`src/core/adc_ctl_pkg.sv`:
```
// Shared constants for the converter control block: register map,
// field positions, reset values, channel codes and timing counts.
// Assumes a single 125 MHz bus clock and an AXI4-Lite register port.
package adc_ctl_pkg;

	// Register byte offsets
	localparam logic [5:0] OFF_CONV_SC   = 6'h00; // Channel, continuous, irq enable, done flag
	localparam logic [5:0] OFF_CONV_CTRL = 6'h04; // Trigger, compare, busy
	localparam logic [5:0] OFF_RESULT    = 6'h08; // Result, read clears done flag
	localparam logic [5:0] OFF_COMPARE   = 6'h0c; // Compare value
	localparam logic [5:0] OFF_CONV_CFG  = 6'h10; // Clock source, divider, mode, sample
	localparam logic [5:0] OFF_CNT_CTRL  = 6'h14; // Counter clock, prescale, irq enable
	localparam logic [5:0] OFF_CNT_MOD   = 6'h18; // Counter modulo
	localparam logic [5:0] OFF_PWR_CTRL  = 6'h1c; // Bandgap buffer enable
	localparam logic [5:0] OFF_CNT_VALUE = 6'h20; // Live counter value

	// Conversion status/control fields
	localparam int SC_DONE_BIT  = 7;
	localparam int SC_IRQEN_BIT = 6;
	localparam int SC_CONT_BIT  = 5;
	// Conversion control fields
	localparam int CT_BUSY_BIT  = 7;
	localparam int CT_HWTRG_BIT = 6;
	localparam int CT_CMPEN_BIT = 5;
	localparam int CT_CMPGE_BIT = 4;
	// Config fields
	localparam int CF_LONG_BIT  = 4;
	localparam int CF_MODE_BIT  = 2;
	localparam int CF_DIV_LSB   = 5;
	// Counter control fields
	localparam int CC_IRQEN_BIT = 7;
	localparam int CC_SRC_LSB   = 5;

	// Reset values
	localparam logic [4:0] CHAN_RESET  = 5'h1f;
	localparam logic [7:0] CFG_RESET   = 8'h00;
	localparam logic [7:0] CNTCTL_RESET = 8'h00;
	localparam logic [7:0] CNTMOD_RESET = 8'h00;

	// Channel codes
	localparam logic [4:0] CH_LAST_PIN  = 5'h0b;
	localparam logic [4:0] CH_GND_LAST  = 5'h14;
	localparam logic [4:0] CH_TEMP      = 5'h1a;
	localparam logic [4:0] CH_BANDGAP   = 5'h1b;
	localparam logic [4:0] CH_REF_HIGH  = 5'h1d;
	localparam logic [4:0] CH_REF_LOW   = 5'h1e;
	localparam logic [4:0] CH_OFF       = 5'h1f;
	localparam logic [9:0] RESERVED_VAL = 10'h155; // Undefined, do not rely on it

	// Conversion length in conversion clock ticks
	localparam logic [5:0] SHORT_TICKS = 6'h14;
	localparam logic [5:0] LONG_TICKS  = 6'h28;

	typedef enum logic [1:0] {SRC_BUS, SRC_BUS_HALF, SRC_ALT, SRC_LOCAL} conv_src_t;
	typedef enum logic [1:0] {CSRC_EXT, CSRC_INT, CSRC_LPO, CSRC_NONE} cnt_src_t;

endpackage : adc_ctl_pkg

```
`src/core/adc_channel_clock_trigger.sv`:
```
// Converter control: AXI4-Lite registers, channel routing, clock choice,
// real-time counter trigger, conversion sequencing, compare and results.
// Assumes all inputs synchronous to clk and clock sources given as ticks.
//
// Added by the designer: the register offsets and register access over AXI4-Lite.
`timescale 1ns/10ps
`default_nettype none

// Behaviour
// - codes 0-11 route the twelve pins
// - reserved codes convert, value undefined
// - code 11010 selects temperature sensor
// - bandgap code valid only with buffer
// - four selectable conversion clock sources
// - alternate clock keeps running in wait
// - no alternate clock in stop2/stop3
// - counter overflow starts one conversion
// - trigger ignores counter interrupt enable
// - trigger works in run, wait, stop3
// - counter clocks from three sources
// - right-justified 10-bit or 8-bit results
// - single or continuous, single returns idle
// - compare flags less-than or greater-equal
// - done flag with optional interrupt
// - all-ones channel powers converter off
// - status write aborts and restarts
module adc_channel_clock_trigger
	import adc_ctl_pkg::*;
(
	input  wire logic             clk,
	input  wire logic             rst,
	// AXI4-Lite slave
	input  wire logic [5:0]       awaddr,
	input  wire logic             awvalid,
	output logic                  awready,
	input  wire logic [31:0]      wdata,
	input  wire logic [3:0]       wstrb,
	input  wire logic             wvalid,
	output logic                  wready,
	output logic [1:0]            bresp,
	output logic                  bvalid,
	input  wire logic             bready,
	input  wire logic [5:0]       araddr,
	input  wire logic             arvalid,
	output logic                  arready,
	output logic [31:0]           rdata,
	output logic [1:0]            rresp,
	output logic                  rvalid,
	input  wire logic             rready,
	// Analog side, digitised
	input  wire logic [11:0][9:0] pinLevel,
	input  wire logic [9:0]       tempLevel,
	input  wire logic [9:0]       bandgapLevel,
	// Clock ticks and power modes
	input  wire logic             localAsyncConvClock,
	input  wire logic             extReferenceClock,
	input  wire logic             intReferenceClock,
	input  wire logic             lowPowerOscTick,
	input  wire logic             waitMode,
	input  wire logic             stop2Mode,
	input  wire logic             stop3Mode,
	// Status outputs
	output logic                  convIrq,
	output logic                  hwConversionTrigger,
	output logic [9:0]            convResult
);
	typedef enum logic {IDLE, CONVERT} conv_state_t;

	// Register state
	logic [4:0]  channelSelectField_q;
	logic        irqEnable_q, continuous_q, done_q;
	logic        hwTrigEnable_q, cmpEnable_q, cmpGreaterEq_q;
	logic [9:0]  compareVal_q;
	logic [7:0]  convCfg_q, cntCtrl_q, counterModuloReg_q;
	logic        bandgapBufferEnable_q;
	logic [9:0]  result_q;
	// Converter and counter state
	conv_state_t state_q, state_d;
	logic [5:0]  tick_q;
	logic [15:0] prescale_q;
	logic [7:0]  count_q;
	logic        ovf_q;
	// Bus state
	logic        bvalid_q, rvalid_q;
	logic [1:0]  bresp_q, rresp_q;
	logic [31:0] rdata_q;

	// Write path: address and data taken together, one at a time
	wire wrFire   = awvalid & wvalid & ~bvalid_q;
	wire wrLow    = wrFire & wstrb[0];
	wire wrHigh   = wrFire & wstrb[1];
	wire wrMapped = awaddr <= OFF_CNT_VALUE && awaddr[1:0] == 2'b00;
	wire wrSc     = wrLow & (awaddr == OFF_CONV_SC);
	wire wrCtrl   = wrLow & (awaddr == OFF_CONV_CTRL);
	wire wrCfg    = wrLow & (awaddr == OFF_CONV_CFG);
	wire wrCntCtl = wrLow & (awaddr == OFF_CNT_CTRL);
	wire wrCntMod = wrLow & (awaddr == OFF_CNT_MOD);
	wire wrPwr    = wrLow & (awaddr == OFF_PWR_CTRL);
	wire wrCmpLo  = wrLow & (awaddr == OFF_COMPARE);
	wire wrCmpHi  = wrHigh & (awaddr == OFF_COMPARE);
	assign awready = wrFire;
	assign wready  = wrFire;
	assign bvalid  = bvalid_q;
	assign bresp   = bresp_q;

	// Read path: one read outstanding, data registered
	wire rdFire     = arvalid & ~rvalid_q;
	wire rdMapped   = araddr <= OFF_CNT_VALUE && araddr[1:0] == 2'b00;
	wire rdResult   = rdFire & (araddr == OFF_RESULT);
	assign arready = rdFire;
	assign rvalid  = rvalid_q;
	assign rresp   = rresp_q;
	assign rdata   = rdata_q;

	// Configuration decode
	wire       longSample = convCfg_q[CF_LONG_BIT];
	wire       eightBit   = ~convCfg_q[CF_MODE_BIT];
	wire [1:0] clockDivideField = convCfg_q[CF_DIV_LSB +: 2];
	wire conv_src_t convSrc = conv_src_t'(convCfg_q[1:0]);
	wire cnt_src_t  cntSrc  = cnt_src_t'(cntCtrl_q[CC_SRC_LSB +: 2]);
	wire [3:0] counterPrescaleField = cntCtrl_q[3:0];
	wire       counterInterruptEnable = cntCtrl_q[CC_IRQEN_BIT];
	wire       stopLowPower = stop2Mode | stop3Mode;
	wire [5:0] convTicks  = longSample ? LONG_TICKS : SHORT_TICKS;

	// Routing and clock generation
	wire [9:0] convInput;
	wire       powerOff;
	wire       conversionClock;
	wire       busy = state_q == CONVERT;

	adc_chan_route u_route (
		.channelSelectField  (channelSelectField_q),
		.pinLevel            (pinLevel),
		.tempLevel           (tempLevel),
		.bandgapLevel        (bandgapLevel),
		.bandgapBufferEnable (bandgapBufferEnable_q),
		.convInput           (convInput),
		.powerOff            (powerOff)
	);

	adc_conv_clock u_clk (
		.clk                 (clk),
		.rst                 (rst),
		.clockSource         (convSrc),
		.clockDivideField    (clockDivideField),
		.localAsyncConvClock (localAsyncConvClock),
		.alternateConvClock  (extReferenceClock),
		.stopLowPower        (stopLowPower),
		.run                 (busy & ~stop2Mode),
		.conversionClock     (conversionClock)
	);

	// Counter clock select; prescale 0 holds the counter
	logic cntSrcTick;
	always_comb begin
		unique case (cntSrc)
			CSRC_EXT:  cntSrcTick = extReferenceClock;
			CSRC_INT:  cntSrcTick = intReferenceClock;
			CSRC_LPO:  cntSrcTick = lowPowerOscTick;
			CSRC_NONE: cntSrcTick = 1'b0;
		endcase
	end
	wire [15:0] prescaleMax = 16'((17'h1 << counterPrescaleField) - 17'h1);
	wire cntTick  = cntSrcTick & (counterPrescaleField != 4'h0) & (prescale_q == prescaleMax);
	// Stop2 powers the counter down, stop3 and wait keep it
	wire cntRun   = ~stop2Mode;
	wire overflow = cntRun & cntTick & (count_q == counterModuloReg_q);

	// Trigger ignores the counter interrupt enable entirely
	assign hwConversionTrigger = ovf_q;
	wire hwStart = ovf_q & hwTrigEnable_q & ~powerOff & ~busy;

	// Software start on a status write, unless the channel is off or the hardware trigger is enabled
	wire [4:0] newChan = wdata[4:0];
	wire swStart = wrSc & ~hwTrigEnable_q & (newChan != CH_OFF);
	wire lastTick = busy & conversionClock & (tick_q == convTicks - 6'h1);

	// Formatted sample and compare outcome
	wire [9:0] sample  = eightBit ? {2'b00, convInput[9:2]} : convInput;
	wire [9:0] cmpRef  = eightBit ? {2'b00, compareVal_q[7:0]} : compareVal_q;
	wire cmpTrue = cmpGreaterEq_q ? (sample >= cmpRef) : (sample < cmpRef);
	wire complete = lastTick & (~cmpEnable_q | cmpTrue);
	// Continuous mode re-arms itself; single returns to idle
	wire rearm = continuous_q & ~powerOff;

	// Converter sequencing
	always_comb begin
		state_d = state_q;
		unique case (state_q)
			IDLE:    if (swStart || hwStart) state_d = CONVERT;
			CONVERT: if (lastTick && !rearm) state_d = IDLE;
		endcase
		if (wrSc && (hwTrigEnable_q || newChan == CH_OFF))
			state_d = IDLE;
		else if (swStart)
			state_d = CONVERT;
		if (stop2Mode)
			state_d = IDLE;
	end

	always_ff @(posedge clk) begin
		if (rst) begin
			state_q <= IDLE;
			tick_q  <= 6'h0;
		end else begin
			state_q <= state_d;
			if (swStart || hwStart || lastTick || state_d == IDLE)
				tick_q <= 6'h0;
			else if (busy && conversionClock)
				tick_q <= tick_q + 6'h1;
		end
	end

	// Result and done flag; completion wins over a clearing read
	always_ff @(posedge clk) begin
		if (rst) begin
			result_q <= 10'h000;
			done_q   <= 1'b0;
		end else begin
			if (lastTick)
				result_q <= sample;
			if (complete)
				done_q <= 1'b1;
			else if (wrSc || rdResult)
				done_q <= 1'b0;
		end
	end
	assign convResult = result_q;
	assign convIrq    = done_q & irqEnable_q;

	// Real-time counter, prescaler and overflow pulse
	always_ff @(posedge clk) begin
		if (rst) begin
			prescale_q <= 16'h0;
			count_q    <= 8'h00;
			ovf_q      <= 1'b0;
		end else begin
			ovf_q <= overflow;
			if (wrCntCtl || wrCntMod) begin
				prescale_q <= 16'h0;
				count_q    <= 8'h00;
			end else if (cntRun && cntSrcTick && counterPrescaleField != 4'h0) begin
				prescale_q <= (prescale_q == prescaleMax) ? 16'h0 : prescale_q + 16'h1;
				if (cntTick)
					count_q <= overflow ? 8'h00 : count_q + 8'h01;
			end
		end
	end

	// Software-written registers
	always_ff @(posedge clk) begin
		if (rst) begin
			channelSelectField_q  <= CHAN_RESET;
			irqEnable_q           <= 1'b0;
			continuous_q          <= 1'b0;
			hwTrigEnable_q        <= 1'b0;
			cmpEnable_q           <= 1'b0;
			cmpGreaterEq_q        <= 1'b0;
			compareVal_q          <= 10'h000;
			convCfg_q             <= CFG_RESET;
			cntCtrl_q             <= CNTCTL_RESET;
			counterModuloReg_q    <= CNTMOD_RESET;
			bandgapBufferEnable_q <= 1'b0;
		end else begin
			if (wrSc) begin
				channelSelectField_q <= newChan;
				irqEnable_q          <= wdata[SC_IRQEN_BIT];
				continuous_q         <= wdata[SC_CONT_BIT];
			end
			if (wrCtrl) begin
				hwTrigEnable_q <= wdata[CT_HWTRG_BIT];
				cmpEnable_q    <= wdata[CT_CMPEN_BIT];
				cmpGreaterEq_q <= wdata[CT_CMPGE_BIT];
			end
			if (wrCmpLo)
				compareVal_q[7:0] <= wdata[7:0];
			if (wrCmpHi)
				compareVal_q[9:8] <= wdata[9:8];
			if (wrCfg)
				convCfg_q <= wdata[7:0];
			if (wrCntCtl)
				cntCtrl_q <= wdata[7:0];
			if (wrCntMod)
				counterModuloReg_q <= wdata[7:0];
			if (wrPwr)
				bandgapBufferEnable_q <= wdata[0];
		end
	end

	// Read mux, unused bits read zero
	logic [31:0] rdMux;
	always_comb begin
		rdMux = 32'h0;
		unique case (araddr)
			OFF_CONV_SC:   rdMux[7:0] = {done_q, irqEnable_q, continuous_q, channelSelectField_q};
			OFF_CONV_CTRL: rdMux[7:0] = {busy, hwTrigEnable_q, cmpEnable_q, cmpGreaterEq_q, 4'h0};
			OFF_RESULT:    rdMux[9:0] = result_q;
			OFF_COMPARE:   rdMux[9:0] = compareVal_q;
			OFF_CONV_CFG:  rdMux[7:0] = convCfg_q;
			OFF_CNT_CTRL:  rdMux[7:0] = {counterInterruptEnable, cntCtrl_q[6:0]};
			OFF_CNT_MOD:   rdMux[7:0] = counterModuloReg_q;
			OFF_PWR_CTRL:  rdMux[0]   = bandgapBufferEnable_q;
			OFF_CNT_VALUE: rdMux[7:0] = count_q;
			default:       rdMux      = 32'h0;
		endcase
	end

	// Bus responses: one cycle after acceptance, held until taken
	always_ff @(posedge clk) begin
		if (rst) begin
			bvalid_q <= 1'b0;
			bresp_q  <= 2'b00;
			rvalid_q <= 1'b0;
			rresp_q  <= 2'b00;
			rdata_q  <= 32'h0;
		end else begin
			if (wrFire) begin
				bvalid_q <= 1'b1;
				bresp_q  <= wrMapped ? 2'b00 : 2'b10;
			end else if (bready)
				bvalid_q <= 1'b0;
			if (rdFire) begin
				rvalid_q <= 1'b1;
				rresp_q  <= rdMapped ? 2'b00 : 2'b10;
				rdata_q  <= rdMux;
			end else if (rready)
				rvalid_q <= 1'b0;
		end
	end
endmodule : adc_channel_clock_trigger
`default_nettype wire

```
`src/core/adc_chan_route.sv`:
```
// Channel decoder: routes the selected source onto the converter input.
// Assumes analog levels arrive already digitised as 10-bit samples.
`timescale 1ns/10ps
`default_nettype none
module adc_chan_route
	import adc_ctl_pkg::*;
(
	input  wire logic [4:0]       channelSelectField,
	input  wire logic [11:0][9:0] pinLevel,
	input  wire logic [9:0]       tempLevel,
	input  wire logic [9:0]       bandgapLevel,
	input  wire logic             bandgapBufferEnable,
	output logic      [9:0]       convInput,
	output logic                  powerOff
);
	// Decoded source classes
	wire isPin     = channelSelectField <= CH_LAST_PIN;
	wire isGround  = (channelSelectField > CH_LAST_PIN && channelSelectField <= CH_GND_LAST)
		|| channelSelectField == CH_REF_LOW;
	wire isTemp    = channelSelectField == CH_TEMP;
	wire isBandgap = channelSelectField == CH_BANDGAP;
	wire isHigh    = channelSelectField == CH_REF_HIGH;
	wire [3:0] pinIdx = channelSelectField[3:0];

	// Without the buffer the bandgap node floats, so the value is meaningless
	wire [9:0] bgValue = bandgapBufferEnable ? bandgapLevel : RESERVED_VAL;

	// Priority-free select, classes are disjoint
	assign convInput = isPin ? pinLevel[pinIdx] :
		isGround  ? 10'h000 :
		isHigh    ? 10'h3ff :
		isTemp    ? tempLevel :
		isBandgap ? bgValue : RESERVED_VAL;
	assign powerOff = channelSelectField == CH_OFF;
endmodule : adc_chan_route
`default_nettype wire

```
`src/core/adc_conv_clock.sv`:
```
// Conversion clock enable: picks one of four sources, then divides.
// Assumes local and alternate clocks arrive as one-cycle tick pulses.
`timescale 1ns/10ps
`default_nettype none
module adc_conv_clock
	import adc_ctl_pkg::*;
(
	input  wire logic      clk,
	input  wire logic      rst,
	input  wire conv_src_t clockSource,
	input  wire logic [1:0] clockDivideField,
	input  wire logic      localAsyncConvClock,
	input  wire logic      alternateConvClock,
	input  wire logic      stopLowPower,
	input  wire logic      run,
	output logic           conversionClock
);
	logic       half_q;
	logic [2:0] div_q;
	logic       srcTick;

	// Source select; alternate clock is dead in either stop mode
	always_comb begin
		unique case (clockSource)
			SRC_BUS:      srcTick = 1'b1;
			SRC_BUS_HALF: srcTick = half_q;
			SRC_ALT:      srcTick = alternateConvClock & ~stopLowPower;
			SRC_LOCAL:    srcTick = localAsyncConvClock;
		endcase
	end

	// Divider counts source ticks, restarted while idle
	wire [2:0] divMax = 3'((4'h1 << clockDivideField) - 4'h1);
	assign conversionClock = run & srcTick & (div_q == divMax);

	// Bus half-rate toggle and the divide counter
	always_ff @(posedge clk) begin
		if (rst) begin
			half_q <= 1'b0;
			div_q  <= 3'h0;
		end else begin
			half_q <= ~half_q;
			if (!run)
				div_q <= 3'h0;
			else if (srcTick)
				div_q <= (div_q == divMax) ? 3'h0 : div_q + 3'h1;
		end
	end
endmodule : adc_conv_clock
`default_nettype wire

```
`config.mk`:
```
export PLATFORM = sky130hd
export DESIGN_NAME = adc_channel_clock_trigger
export DESIGN_NICKNAME = d
export VERILOG_FILES = /design/src/core/adc_ctl_pkg.sv /design/src/core/adc_channel_clock_trigger.sv /design/src/core/adc_chan_route.sv /design/src/core/adc_conv_clock.sv
export SDC_FILE = /design/constraint.sdc
export NUM_CORES = 1
export LEC_CHECK = 0
export CORE_ASPECT_RATIO = 1.25
export CORE_MARGIN = 4
export CORE_UTILIZATION = 30
export CTS_BUF_LIST = sky130_fd_sc_hd__clkbuf_4 sky130_fd_sc_hd__clkbuf_8
export DETAILED_ROUTE_END_ITERATION = 16
export DONT_BUFFER_PORTS = 1
export GPL_TIMING_DRIVEN = 0
export HOLD_SLACK_MARGIN = 0.08
export PLACE_DENSITY = 0.54
export SYNTH_ARGS = -nofsm -noshare
export SYNTH_HDL_FRONTEND = slang
export SYNTH_SLANG_ARGS = --single-unit
```
`constraint.sdc`:
```
create_clock -name clk -period 4.1 [get_ports clk]
set_clock_uncertainty 0.15 [all_clocks]
set_input_delay 0.41 -clock clk [delete_from_list [all_inputs] [get_ports clk]]
set_output_delay 0.41 -clock clk [all_outputs]
set_load 0.02 [all_outputs]
```
# == Word-level counts from Yosys, hierarchy flattened ==
# Cells that the tools add are included.
# classes
addsub,7
magnitude_cmp,8
eq_ne,31
n_shift,2
n_mux,34
bitwise_logic,45
n_reduce_logical,30
# op_table
operator,n
2-to-1 mux 10 bit,9
case mux 7 bit (8 select lines),1
== test 6 x 5 -> 1 bit (second input constant),8
binary-select mux 10 bit (select 4 bit),1
AND 1 bit,32
== test 5 bit (second input constant),6
== test 6 x 4 -> 1 bit (second input constant),3
adder 16 x 1 -> 16 bit (second input constant),1
== test 16 bit,1
2-to-1 mux 16 bit,1
<< shifter 1 x 4 -> 16 bit (first input constant),1
subtractor 16 x 1 -> 16 bit (second input constant),1
== test 6 x 3 -> 1 bit (second input constant),2
<= comparator 6 bit (second input constant),2
logical NOT 6 bit,2
2-to-1 mux 1 bit,12
NOT 1 bit,11
>= comparator 10 bit,1
less-than comparator 10 bit,1
adder 8 x 1 -> 8 bit (second input constant),1
== test 2 bit (second input constant),4
== test 8 bit,1
logical AND 1 bit,8
logical NOT 2 bit,4
29 further kinds,43
# totals
regBits,108
input_bits,202
output_inout_bits,53
wordCells,183

# == Logic depth before layout (Yosys ltp) ==
# Gate-level depths: netlist of run 1.
# depth
depth_word,17
ltp_mapped,16
depth_no_buf,13

# == Modules after synthesis ==
# A second synthesis of run 1 with hierarchy kept.
# hier_totals
cells_unflattened,827
area_unflattened_um2,7273.2
# modules_own_cells
module,n_inst,cells_per_inst,area_each_um2,seq_area_each_um2
adc_channel_clock_trigger,1,672,5704.2,2042.0
adc_chan_route,1,124,1291.2,0.0
adc_conv_clock,1,31,277.8,80.1

# == Worst setup path after synthesis of run 1 ==
# OpenSTA, ideal clock, no wires.
# synth_path
path_type,register to register
startpoint,reg channelSelectField_q[0]
endpoint,reg done_q
setup_ns,0.115
arrival_time_ns,3.361
t_required_ns,3.834
slack_ns,0.474
stages_incl_launch_ff,15
n_path_buf,3
period_less_slack_ns,3.626
path_cell_list,dfxtp_1 buf_2 buf_2 buf_4 mux4_2 a221oi_1 a32oi_1 ha_1 nor2b_1 o211ai_1 a21oi_1 o211ai_1 a32oi_1 or3b_2 and3_1
# synth_via
elab_chain_cells,12
elab_cells_between_ends,24
cone_classes,5 x order compare; 4 x eq/ne; 10 x mux; 2 x bitwise; 3 x reduce/logical
# synth_lines
element,line,rtl
from (decl),adc_channel_clock_trigger.sv:70,logic [4:0] channelSelectField_q;
from (signal assigned),adc_channel_clock_trigger.sv:267,channelSelectField_q <= newChan;
== test 5 bit,adc_chan_route.sv:21,wire isBandgap = channelSelectField == CH_BANDGAP;
2-to-1 mux 10 bit,adc_chan_route.sv:33,isBandgap ? bgValue : RESERVED_VAL;
2-to-1 mux 10 bit,adc_chan_route.sv:32,isTemp ? tempLevel :
2-to-1 mux 10 bit,adc_chan_route.sv:31,isHigh ? 10'h3ff :
2-to-1 mux 10 bit,adc_chan_route.sv:30,isGround ? 10'h000 :
2-to-1 mux 10 bit *,adc_chan_route.sv:29,assign convInput = isPin ? pinLevel[pinIdx] :
2-to-1 mux 10 bit *,adc_channel_clock_trigger.sv:180,"wire [9:0] sample = eightBit ? {2'b00, convInput[9:2]} : convInput;"
via sample[1],adc_channel_clock_trigger.sv:180,
less-than comparator 10 bit or >= comparator 10 bit (tied branches),adc_channel_clock_trigger.sv:182,wire cmpTrue = cmpGreaterEq_q ? (sample >= cmpRef) : (sample < cmpRef);
2-to-1 mux 1 bit *,adc_channel_clock_trigger.sv:182,
OR 1 bit *,adc_channel_clock_trigger.sv:183,wire complete = lastTick & (~cmpEnable_q | cmpTrue);
AND 1 bit *,adc_channel_clock_trigger.sv:183,
2-to-1 mux 1 bit or nonzero test 2 bit (tied branches),n/a,
to (signal assigned),adc_channel_clock_trigger.sv:219,done_q <= 1'b0;
to (signal assigned),adc_channel_clock_trigger.sv:224,done_q <= 1'b1;
to (signal assigned),adc_channel_clock_trigger.sv:226,done_q <= 1'b0;
to (decl),adc_channel_clock_trigger.sv:71,"logic irqEnable_q, continuous_q, done_q;"
# Mark *: on every way through the listed nets, which the timed path passes. The rest lies on a longest branch. The select of a mux whose other input is x is not followed.
# A chain may end at the register's enable or synchronous reset.

# == Worst setup path after layout of run 1 ==
# Same ends and word-level chain as after synthesis.

==> results of run 1 <==
registers in the layout, indices dropped and copies added (netlist names), 3 cells and up:
register,cells
channelSelectField_q,5
cntCtrl_q,8
compareVal_q,10
convCfg_q,8
convResult,10
count_q,8
counterModuloReg_q,8
prescale_q,16
rdata,10
tick_q,6
u_clk.div_q,3
routing by layer:
layer  track usage  vias up  wire length, um
met3        0.0308       51             1520
met4        0.0847        0             1140
met2         0.349      266            13800
met5             0        -                0
met1         0.207     3112             9600
li1              -     3158                -
timing repair:
| item | 4_1_cts | 5_1_grt |
|---|---|---|
| endpoints found under the setup margin | 1 | 1 |
| setup buffers | 0 | 0 |
| endpoints found under the hold margin | 44 | 0 |
| hold buffers | 14 | 0 |
| gates resized for setup | 3 | 23 |
synth_stat cells (all sizes together) (6+ instances only):
cell type / number / area, um^2
mux2i: 76 / 761
mux4: 32 / 721
ha: 15 / 188
and3: 19 / 119
nor4: 6 / 37.5
inv: 26 / 97.6
nand4: 7 / 43.8
o211ai: 10 / 75.1
a211oi: 9 / 67.6
dfxtp: 106 / 2120
nand2: 39 / 146
nor2: 133 / 499
nor3: 34 / 170
a22oi: 8 / 60.1
nor2b: 7 / 43.8
o2111ai: 6 / 52.6
clkbuf: 40 / 150
mux2: 8 / 90.1
a21oi: 28 / 140
o21ai: 31 / 155
buf: 41 / 294
and2: 7 / 43.8
nand3: 28 / 140
xor2: 18 / 158
nand2b: 7 / 43.8
xnor2: 17 / 149
power by group through the flow:
| stage | sequential (uW) | clock, uW | combinational (uW) |
|---|---|---|---|
| floorplan | 1080 | 0 | 138 |
| global route | 1060 | 931 | 208 |
| global placement | 1080 | 0 | 171 |
| finish | 1060 | 882 | 194 |
| detailed placement | 1080 | 0 | 171 |
| CTS | 1060 | 897 | 192 |
cells by family (layout without fill, tap and decap cells):
kind of cell,count (synthesis),count (layout),share of synthesized area
other,1,31,0.000512
AOI/OAI and AO/OA,147,147,0.137
xor gates and xnor gates,35,35,0.0419
adders and majority gates,15,15,0.0256
and+or+nand+nor,323,323,0.217
buffers and inverters,107,136,0.0740
muxes,116,116,0.215
DFF,106,106,0.290
cell type report:
cell class	instances	area [um^2]	area share
inverter	26	97.6	0.0117
multi-input combinational	660	4800	0.576
clock inverter	6	136	0.0164
buffer	80	475	0.0571
sequential	106	2120	0.255
tap	325	407	0.0488
antenna	7	17.5	0.00210
timing repair buffer	14	140	0.0168
clock buffer	10	138	0.0165
per-stage QoR:
stage | cells | power (uW)
after floorplan | 873 | 1210
after global placement | 1198 | 1250
after detailed placement | 1198 | 1250
after CTS | 1228 | 2140
after global routing | 1234 | 2200
final | 1234 | 2130
worst paths after layout:
check,start,cells after the start,endpoint
max,channelSelectField_q[0],15,done_q
min,wdata[0],2,channelSelectField_q[0]
max reg2reg,channelSelectField_q[0],15,done_q
min reg2reg,u_clk.half_q,1,u_clk.half_q
==> impl_metrics.csv, run 1 <==
group,metric,value,unit
status,status,"finished clean",
clock_tree,path_clk_slew,0.11,ns
detailed_routing,vias_per_cell,5.34,
detailed_routing,drc,0,
sta,slew_headroom,0.386,
detailed_routing,dr.first_iter.drc_count,378,
floorplan,start_util,0.307,
global_routing,grt_max_degree,18,
worst_setup_path,start_kind,"register",
synthesis,syn_inst,850,
finish,drive_gt1_frac,0.131,
worst_setup_path,crit_slowest_cell,"mux4_2",
sta,fmax,0.258,GHz
sta,slew_violations,0,
power_and_ir_drop,comb_power_share,0.091,
detailed_routing,wirelength,26.1,mm
power_and_ir_drop,power.switching,524,uW
placement,dpl_cell_area,7820,um^2
worst_setup_path,cp_top_family,"compound AO/OA/AOI/OAI gates",
global_routing,grt.overflow.total,0,
detailed_routing,firstDrtPassIters,5,
floorplan,rows,63,
worst_setup_path,path_max_fanout,10,
power_and_ir_drop,peakVddDrop,0.000109,V
sta,period_share,0.945,
floorplan,coreArea,23900,um^2
worst_setup_path,critPathCaptureType,"register",
synthesis,synth_seq_cells,106,
clock_tree,cts_buffers,9,
finish,finalInstanceArea,8330,um^2
synthesis,synth_edf_count,0,
placement,place_hpwl,20.7,mm
clock_tree,ctsLongestPathBuffers,2,
sta,whs,0.104,ns
sta,finalSetupViolCount,0,
clock_tree,cts_tree,"yes",
detailed_routing,vias,6587,
power_and_ir_drop,p_sw_frac,0.246,
sta,setup_slack,0.226,ns
placement,dpl_worst_slack,-0.140,ns
global_routing,grt_use_total,0.187,
clock_tree,clock_sinks,106,
clock_tree,cts_root_buf,"clkbuf_8",
detailed_routing,wl_per_cell,21.1,um
worst_setup_path,path_class,"reg2reg",
finish,fin_util,0.349,
worst_hold_path,hold_class,"in2reg",
synthesis,synth_top_flop_cell,"dfxtp_1",
sta,tns,0,ns
floorplan,boundaryPins,255,
power_and_ir_drop,powerDensity,256,nW/um^2
finish,layout_commonest_cell,"nor2_1",
clock_tree,htreeDepth,3,
power_and_ir_drop,p_leak,0.00323,uW
worst_setup_path,worstPathRequired,4.25,ns
synthesis,async_flop_share,0,
worst_setup_path,cpPeakStageDelay,0.52,ns
finish,nets,1114,
power_and_ir_drop,p_int,1610,uW
synthesis,synth_area,7320,um^2
clock_tree,clock_latency,0.40,ns
power_and_ir_drop,pwr-share-seq,0.495,
finish,final_cell_mix,"nor2_1 (133), dfxtp_1 (105), mux2i_1 (75), nand2_1 (39), clkbuf_1 (35)",
detailed_routing,ant_nets,0,
placement,port_buffers,0,
power_and_ir_drop,clock_power_share,0.414,
finish,fill_cells,2495,
worst_setup_path,arrival,4.03,ns
worst_setup_path,crit_path_cell_trace,"clkbuf_4 > buf_8 > mux4_2 > mux2i_2 > nor3_1 > a2111oi_4 > a32oi_1 > ha_1 > nor2b_1 > o211ai_1 > a21oi_1 > o211ai_1 > a32oi_1 > or3b_2 > and3_1",
placement,place.gp.congestion,0.924,
finish,area_growth,13.8,%
synthesis,yosys_warnings,0,
synthesis,ys_types,71,
flow_run,cap_violations,0,
global_routing,grt_pass1_wl,39.1,mm
floorplan,fp.dieW,148,um
worst_setup_path,r2r_slack,0.23,ns
global_routing,grt_pass1_vias,6538,
floorplan,die_h,183,um
synthesis,avgSynthCellArea,8.61,um^2
sta,hold_viol_final,0,
sta,tightestPinTransition,0.913,ns
synthesis,yosysSeqAreaShare,0.290,
worst_setup_path,cp_num_buf_inv,2,
global_routing,antenna_found_initial,8,
sta,fin_crit,3.87,ns
floorplan,dieArea,27000,um^2
Power figures use the tool's default switching activity.
==> inputs of run 2 (changes only) <==
- clock period: 4.1 -> 3.9 ns (I/O delays scaled with it)
==> impl_metrics.csv, run 2 (synthesis gave the netlist of run 1 again) <==
group,metric,value,unit
status,status,"finished clean",
sta,fin_crit,3.79,ns
worst_setup_path,arrival,3.93,ns
floorplan,fp.dieW,148,um
power_and_ir_drop,p_leak,0.00325,uW
detailed_routing,dr.first_iter.drc_count,374,
sta,finalSetupViolCount,0,
detailed_routing,firstDrtPassIters,5,
sta,slew_violations,0,
global_routing,antenna_found_initial,7,
flow_run,cap_violations,0,
global_routing,grt_pass1_vias,6558,
floorplan,coreArea,23900,um^2
floorplan,dieArea,27000,um^2
finish,area_growth,14.6,%
clock_tree,clock_sinks,106,
clock_tree,ctsLongestPathBuffers,2,
global_routing,grt.overflow.total,0,
clock_tree,clock_latency,0.39,ns
worst_setup_path,r2r-end,"done_q",
sta,tns,0,ns
detailed_routing,wl_per_cell,21.2,um
detailed_routing,drc,0,
clock_tree,cts_root_buf,"clkbuf_8",
worst_setup_path,path_max_fanout,10,
detailed_routing,vias,6577,
floorplan,boundaryPins,255,
finish,seqCellArea,2120,um^2
global_routing,grt_use_total,0.188,
finish,layout_commonest_cell,"nor2_1",
sta,tightestPinTransition,0.992,ns
sta,slew_headroom,0.332,
worst_setup_path,path_class,"reg2reg",
global_routing,grt_pass1_wl,39.3,mm
placement,port_buffers,0,
worst_setup_path,start_kind,"register",
detailed_routing,ant_nets,0,
placement,place.gp.congestion,0.924,
finish,instances_no_fill,1234,
finish,fill_cells,2493,
clock_tree,path_clk_slew,0.11,ns
finish,final_cell_mix,"nor2_1 (133), dfxtp_1 (105), mux2i_1 (74), nand2_1 (38)",
power_and_ir_drop,powerDensity,267,nW/um^2
finish,largest_reg_flops,16,
sta,fmax,0.264,GHz
sta,rsz0062_at_grt,"yes",
sta,setup_slack,0.114,ns
worst_hold_path,hold_class,"in2reg",
global_routing,grt_max_degree,18,
worst_hold_path,hold_depth,2,
floorplan,rows,63,
finish,multiInputGateArea,4830,um^2
clock_tree,htreeDepth,3,
sta,period_share,0.971,
floorplan,die_h,183,um
clock_tree,cts_tree,"yes",
placement,dp.cells,1198,
sta,whs,0.100,ns
finish,top_register,"prescale_q",
power_and_ir_drop,peakVddDrop,0.000115,V
worst_setup_path,r2r-start,"channelSelectField_q[0]",
detailed_routing,wirelength,26.1,mm
worst_setup_path,critPathCaptureType,"register",
clock_tree,cts_buffers,9,
placement,place_hpwl,20.7,mm
worst_setup_path,r2r_slack,0.11,ns
worst_hold_path,hold_end,"channelSelectField_q[3]",
floorplan,start_util,0.307,
worst_setup_path,worstPathRequired,4.05,ns
detailed_routing,vias_per_cell,5.33,
placement,dpl_worst_slack,-0.340,ns
finish,nets,1115,
sta,hold_viol_final,0,
finish,drive_gt1_frac,0.143,
worst_setup_path,reg2reg_depth,15,
worst_hold_path,hold_start,"wdata[3]",
==> run 2: worst max path at each step <==
stage                                       start  endpoint  slack [ns]  cells past startpoint
after CTS                 channelSelectField_q[0]    done_q       0.006                     14
after global placement    channelSelectField_q[1]    done_q       -0.37                     15
after detailed placement  channelSelectField_q[1]    done_q       -0.34                     15
after floorplan           channelSelectField_q[0]    done_q        0.27                     14
final                     channelSelectField_q[0]    done_q        0.11                     15
after global routing      channelSelectField_q[3]    done_q       -0.09                     13
==> run 2: report_power, final <==
| part | switching (uW) | internal, uW | total, uW |
|---|---|---|---|
| sequential | 17.7 | 1090 | 1110 |
| clock | 412 | 511 | 923 |
| combinational | 118 | 87.0 | 205 |
==> run 2: what timing repair did <==
action / in CTS / in global routing
setup buffers: 0 / 3
pin swaps: 0 / 5
hold buffers: 14 / 0
endpoints found under the setup margin: 1 / 16
resized for setup: 14 / 24
endpoints found under the hold margin: 47 / 0
==> run 2: critical path, cell delays in order, from the launching register on <==
cell       delay, ns
dfxtp_1         0.36
buf_6           0.15
buf_12          0.15
mux4_2          0.51
mux2i_2         0.24
nor3_2          0.08
a2111oi_4       0.28
buf_4           0.18
mux2i_2         0.08
ha_1            0.33
a21oi_2         0.15
a21oi_1         0.08
o211ai_1        0.17
a32oi_1         0.15
or3b_2          0.45
and3_1          0.17
==> run 2: layout make-up <==
| class | count | share of cell area |
|---|---|---|
| diodes | 6 | 0.00179 |
| plain buffers | 78 | 0.0573 |
| clock buffers | 10 | 0.0164 |
| clock inverters | 6 | 0.0163 |
| inverters | 26 | 0.0116 |
| multi-input cells | 660 | 0.576 |
| flip-flops and latches | 106 | 0.253 |
| well taps | 325 | 0.0485 |
| repair buffers | 17 | 0.0194 |
==> run 2: per-layer routing <==
layer | vias to the layer above | GRT usage | share of wire | wire [um]
met2 | 258 | 0.347 | 0.53 | 13700
met5 | - | 0 | 0 | 0
met3 | 52 | 0.0308 | 0.061 | 1590
li1 | 3156 | - | - | -
met4 | 0 | 0.0929 | 0.046 | 1200
met1 | 3111 | 0.207 | 0.37 | 9610
==> run 2: per-stage QoR <==
step | instance area, um^2 | power [uW] | utilization
after global routing | 8390 | 2310 | 0.351
after CTS | 8280 | 2260 | 0.347
after detailed placement | 7820 | 1310 | 0.327
after floorplan | 7410 | 1280 | -
final | 8390 | 2240 | 0.351
after global placement | 7820 | 1310 | 0.327
==> inputs of run 3 (changes only) <==
- CORE_UTILIZATION: 30 -> 25
- PLACE_DENSITY: 0.54 -> 0.48
==> impl_metrics.csv, run 3 (synthesis gave the netlist of run 1 again) <==
group,metric,value,unit
detailed_routing,ant_nets,0,
sta,fmax,0.267,GHz
sta,whs,0.0997,ns
floorplan,fp.dieW,161,um
finish,layout_commonest_cell,"nor2_1",
worst_hold_path,hold_class,"in2reg",
floorplan,coreArea,28700,um^2
power_and_ir_drop,total_power,2050,uW
clock_tree,cts_buffers,9,
sta,slew_violations,0,
finish,largest_reg_flops,16,
floorplan,start_util,0.255,
clock_tree,cts_tree,"yes",
global_routing,grt_pass1_wl,40.3,mm
finish,area_growth,15.9,%
placement,place.gp.congestion,0.882,
worst_setup_path,path_max_fanout,10,
power_and_ir_drop,powerDensity,241,nW/um^2
power_and_ir_drop,p_leak,0.00328,uW
floorplan,rows,69,
sta,tightestPinTransition,1.03,ns
clock_tree,ctsLongestPathBuffers,2,
placement,port_buffers,0,
finish,fill_cells,3157,
clock_tree,htreeDepth,3,
finish,drive_gt1_frac,0.153,
clock_tree,clock_latency,0.40,ns
worst_setup_path,critPathCaptureType,"register",
global_routing,grt.overflow.total,0,
floorplan,dieArea,32100,um^2
sta,slew_headroom,0.308,
worst_setup_path,crit_slowest_cell,"mux4_2",
sta,period_share,0.960,
worst_setup_path,worstPathRequired,4.05,ns
finish,instances_no_fill,1302,
clock_tree,clock_sinks,106,
clock_tree,cts_root_buf,"clkbuf_8",
floorplan,boundaryPins,255,
floorplan,die_h,199,um
flow_run,cap_violations,0,
worst_setup_path,cpPeakStageDelay,0.56,ns
sta,fin_crit,3.74,ns
finish,final_cell_mix,"nor2_1 (133), dfxtp_1 (102), mux2i_1 (75), nand2_1 (38), buf_4 (37)",
clock_tree,path_clk_slew,0.11,ns
global_routing,grt_max_degree,22,
sta,finalSetupViolCount,0,
worst_setup_path,crit_path_cell_trace,"buf_8 > buf_12 > buf_12 > mux4_2 > a221oi_2 > a32oi_2 > ha_1 > nor2b_1 > o211ai_1 > a21oi_1 > o211ai_1 > a32oi_1 > or3b_2 > and3_1",
placement,place_hpwl,21.6,mm
worst_setup_path,start_kind,"register",
worst_setup_path,path_class,"reg2reg",
finish,nets,1122,
detailed_routing,wirelength,26.9,mm
status,status,"finished clean",
placement,dp.cells,1263,
detailed_routing,drc,0,
sta,hold_viol_final,0,
worst_setup_path,arrival,3.89,ns
detailed_routing,vias,6589,
finish,top_register,"prescale_q",
detailed_routing,wl_per_cell,20.6,um
detailed_routing,dr.first_iter.drc_count,293,
global_routing,grt_pass1_vias,6728,
detailed_routing,vias_per_cell,5.06,
power_and_ir_drop,peakVddDrop,0.000140,V
detailed_routing,firstDrtPassIters,5,
global_routing,antenna_found_initial,5,
global_routing,grt_use_total,0.163,
sta,rsz0062_at_grt,"yes",
run 3: cell types whose count changed in the layout (fill, tap and decap cells not counted), moves of 2 or more:
cell       delta
buf_4         +9
bufinv_16     -4
diode_2       -4
dfxtp_1       -3
inv_8         +3
buf_12        +2
buf_2         -2
buf_6         -2
clkbuf_1      -2
clkinv_8      +2
dfxtp_2       +2
mux2i_2       -2
run 3: area by class of cell:
cell class                 instances  area, um^2  area share
timing repair buffer              25         223      0.0262
clock inverter                     7        82.6     0.00973
buffer                            77         500      0.0590
clock buffer                       9         124      0.0146
tap                              390         488      0.0575
inverter                          26        97.6      0.0115
antenna                            2        5.00    0.000590
sequential                       106        2130       0.251
multi-input combinational        660        4830       0.570
run 3: power by group:
part / internal (uW) / switching [uW] / total [uW] / leakage [uW]
Sequential: 1090 / 18.2 / 1110 / 0.000856
Clock: 259 / 469 / 728 / 0.000101
Combinational: 87.5 / 120 / 208 / 0.00232
Total: 1440 / 607 / 2050 / 0.00328
run 3: path summary, 6_finish.rpt:
kind,endpoint,slack (ns),startpoint,depth (start not counted)
hold reg to reg,u_clk.half_q,0.27,u_clk.half_q,1
hold / removal,bresp[1],0.1,awaddr[4],2
setup / recovery,done_q,0.16,channelSelectField_q[0],14
setup reg to reg,done_q,0.16,channelSelectField_q[0],14
run 3: critical path: cells and delay by family (launching register included):
| kind | cells | cell delay (ns) |
|---|---|---|
| AOI/OAI and AO/OA | 6 | 1.06 |
| muxes | 1 | 0.56 |
| buffers and inverters | 3 | 0.40 |
| and+or+nand+nor | 3 | 0.75 |
| DFF | 1 | 0.36 |
| adders and majority gates | 1 | 0.35 |
run 3: per-layer routing:
layer / track usage / share of wire / vias to the layer above
li1: - / - / 3180
met1: 0.174 / 0.37 / 3126
met2: 0.326 / 0.55 / 248
met3: 0.0324 / 0.059 / 33
met4: 0.0411 / 0.021 / 2
met5: 0 / 0.00048 / -
run 3: what timing repair did:
item | 4_1_cts | 5_1_grt
hold buffers | 14 | 0
hold endpoints to repair | 51 | 0
setup buffers | 0 | 11
pin swaps | 0 | 7
setup endpoints to repair | 1 | 18
resized for setup | 19 | 29
run 3: stage by stage:
step | setup TNS, ns | worst slack [ns] | utilization | instance area (um^2)
after detailed placement | -0.436 | -0.436 | 0.275 | 7900
after floorplan | 0 | 0.274 | - | 7410
after CTS | 0 | 0.0130 | 0.290 | 8300
after global placement | -0.430 | -0.430 | 0.275 | 7900
final | 0 | 0.158 | 0.296 | 8480
after global routing | -0.0209 | -0.0209 | 0.296 | 8480
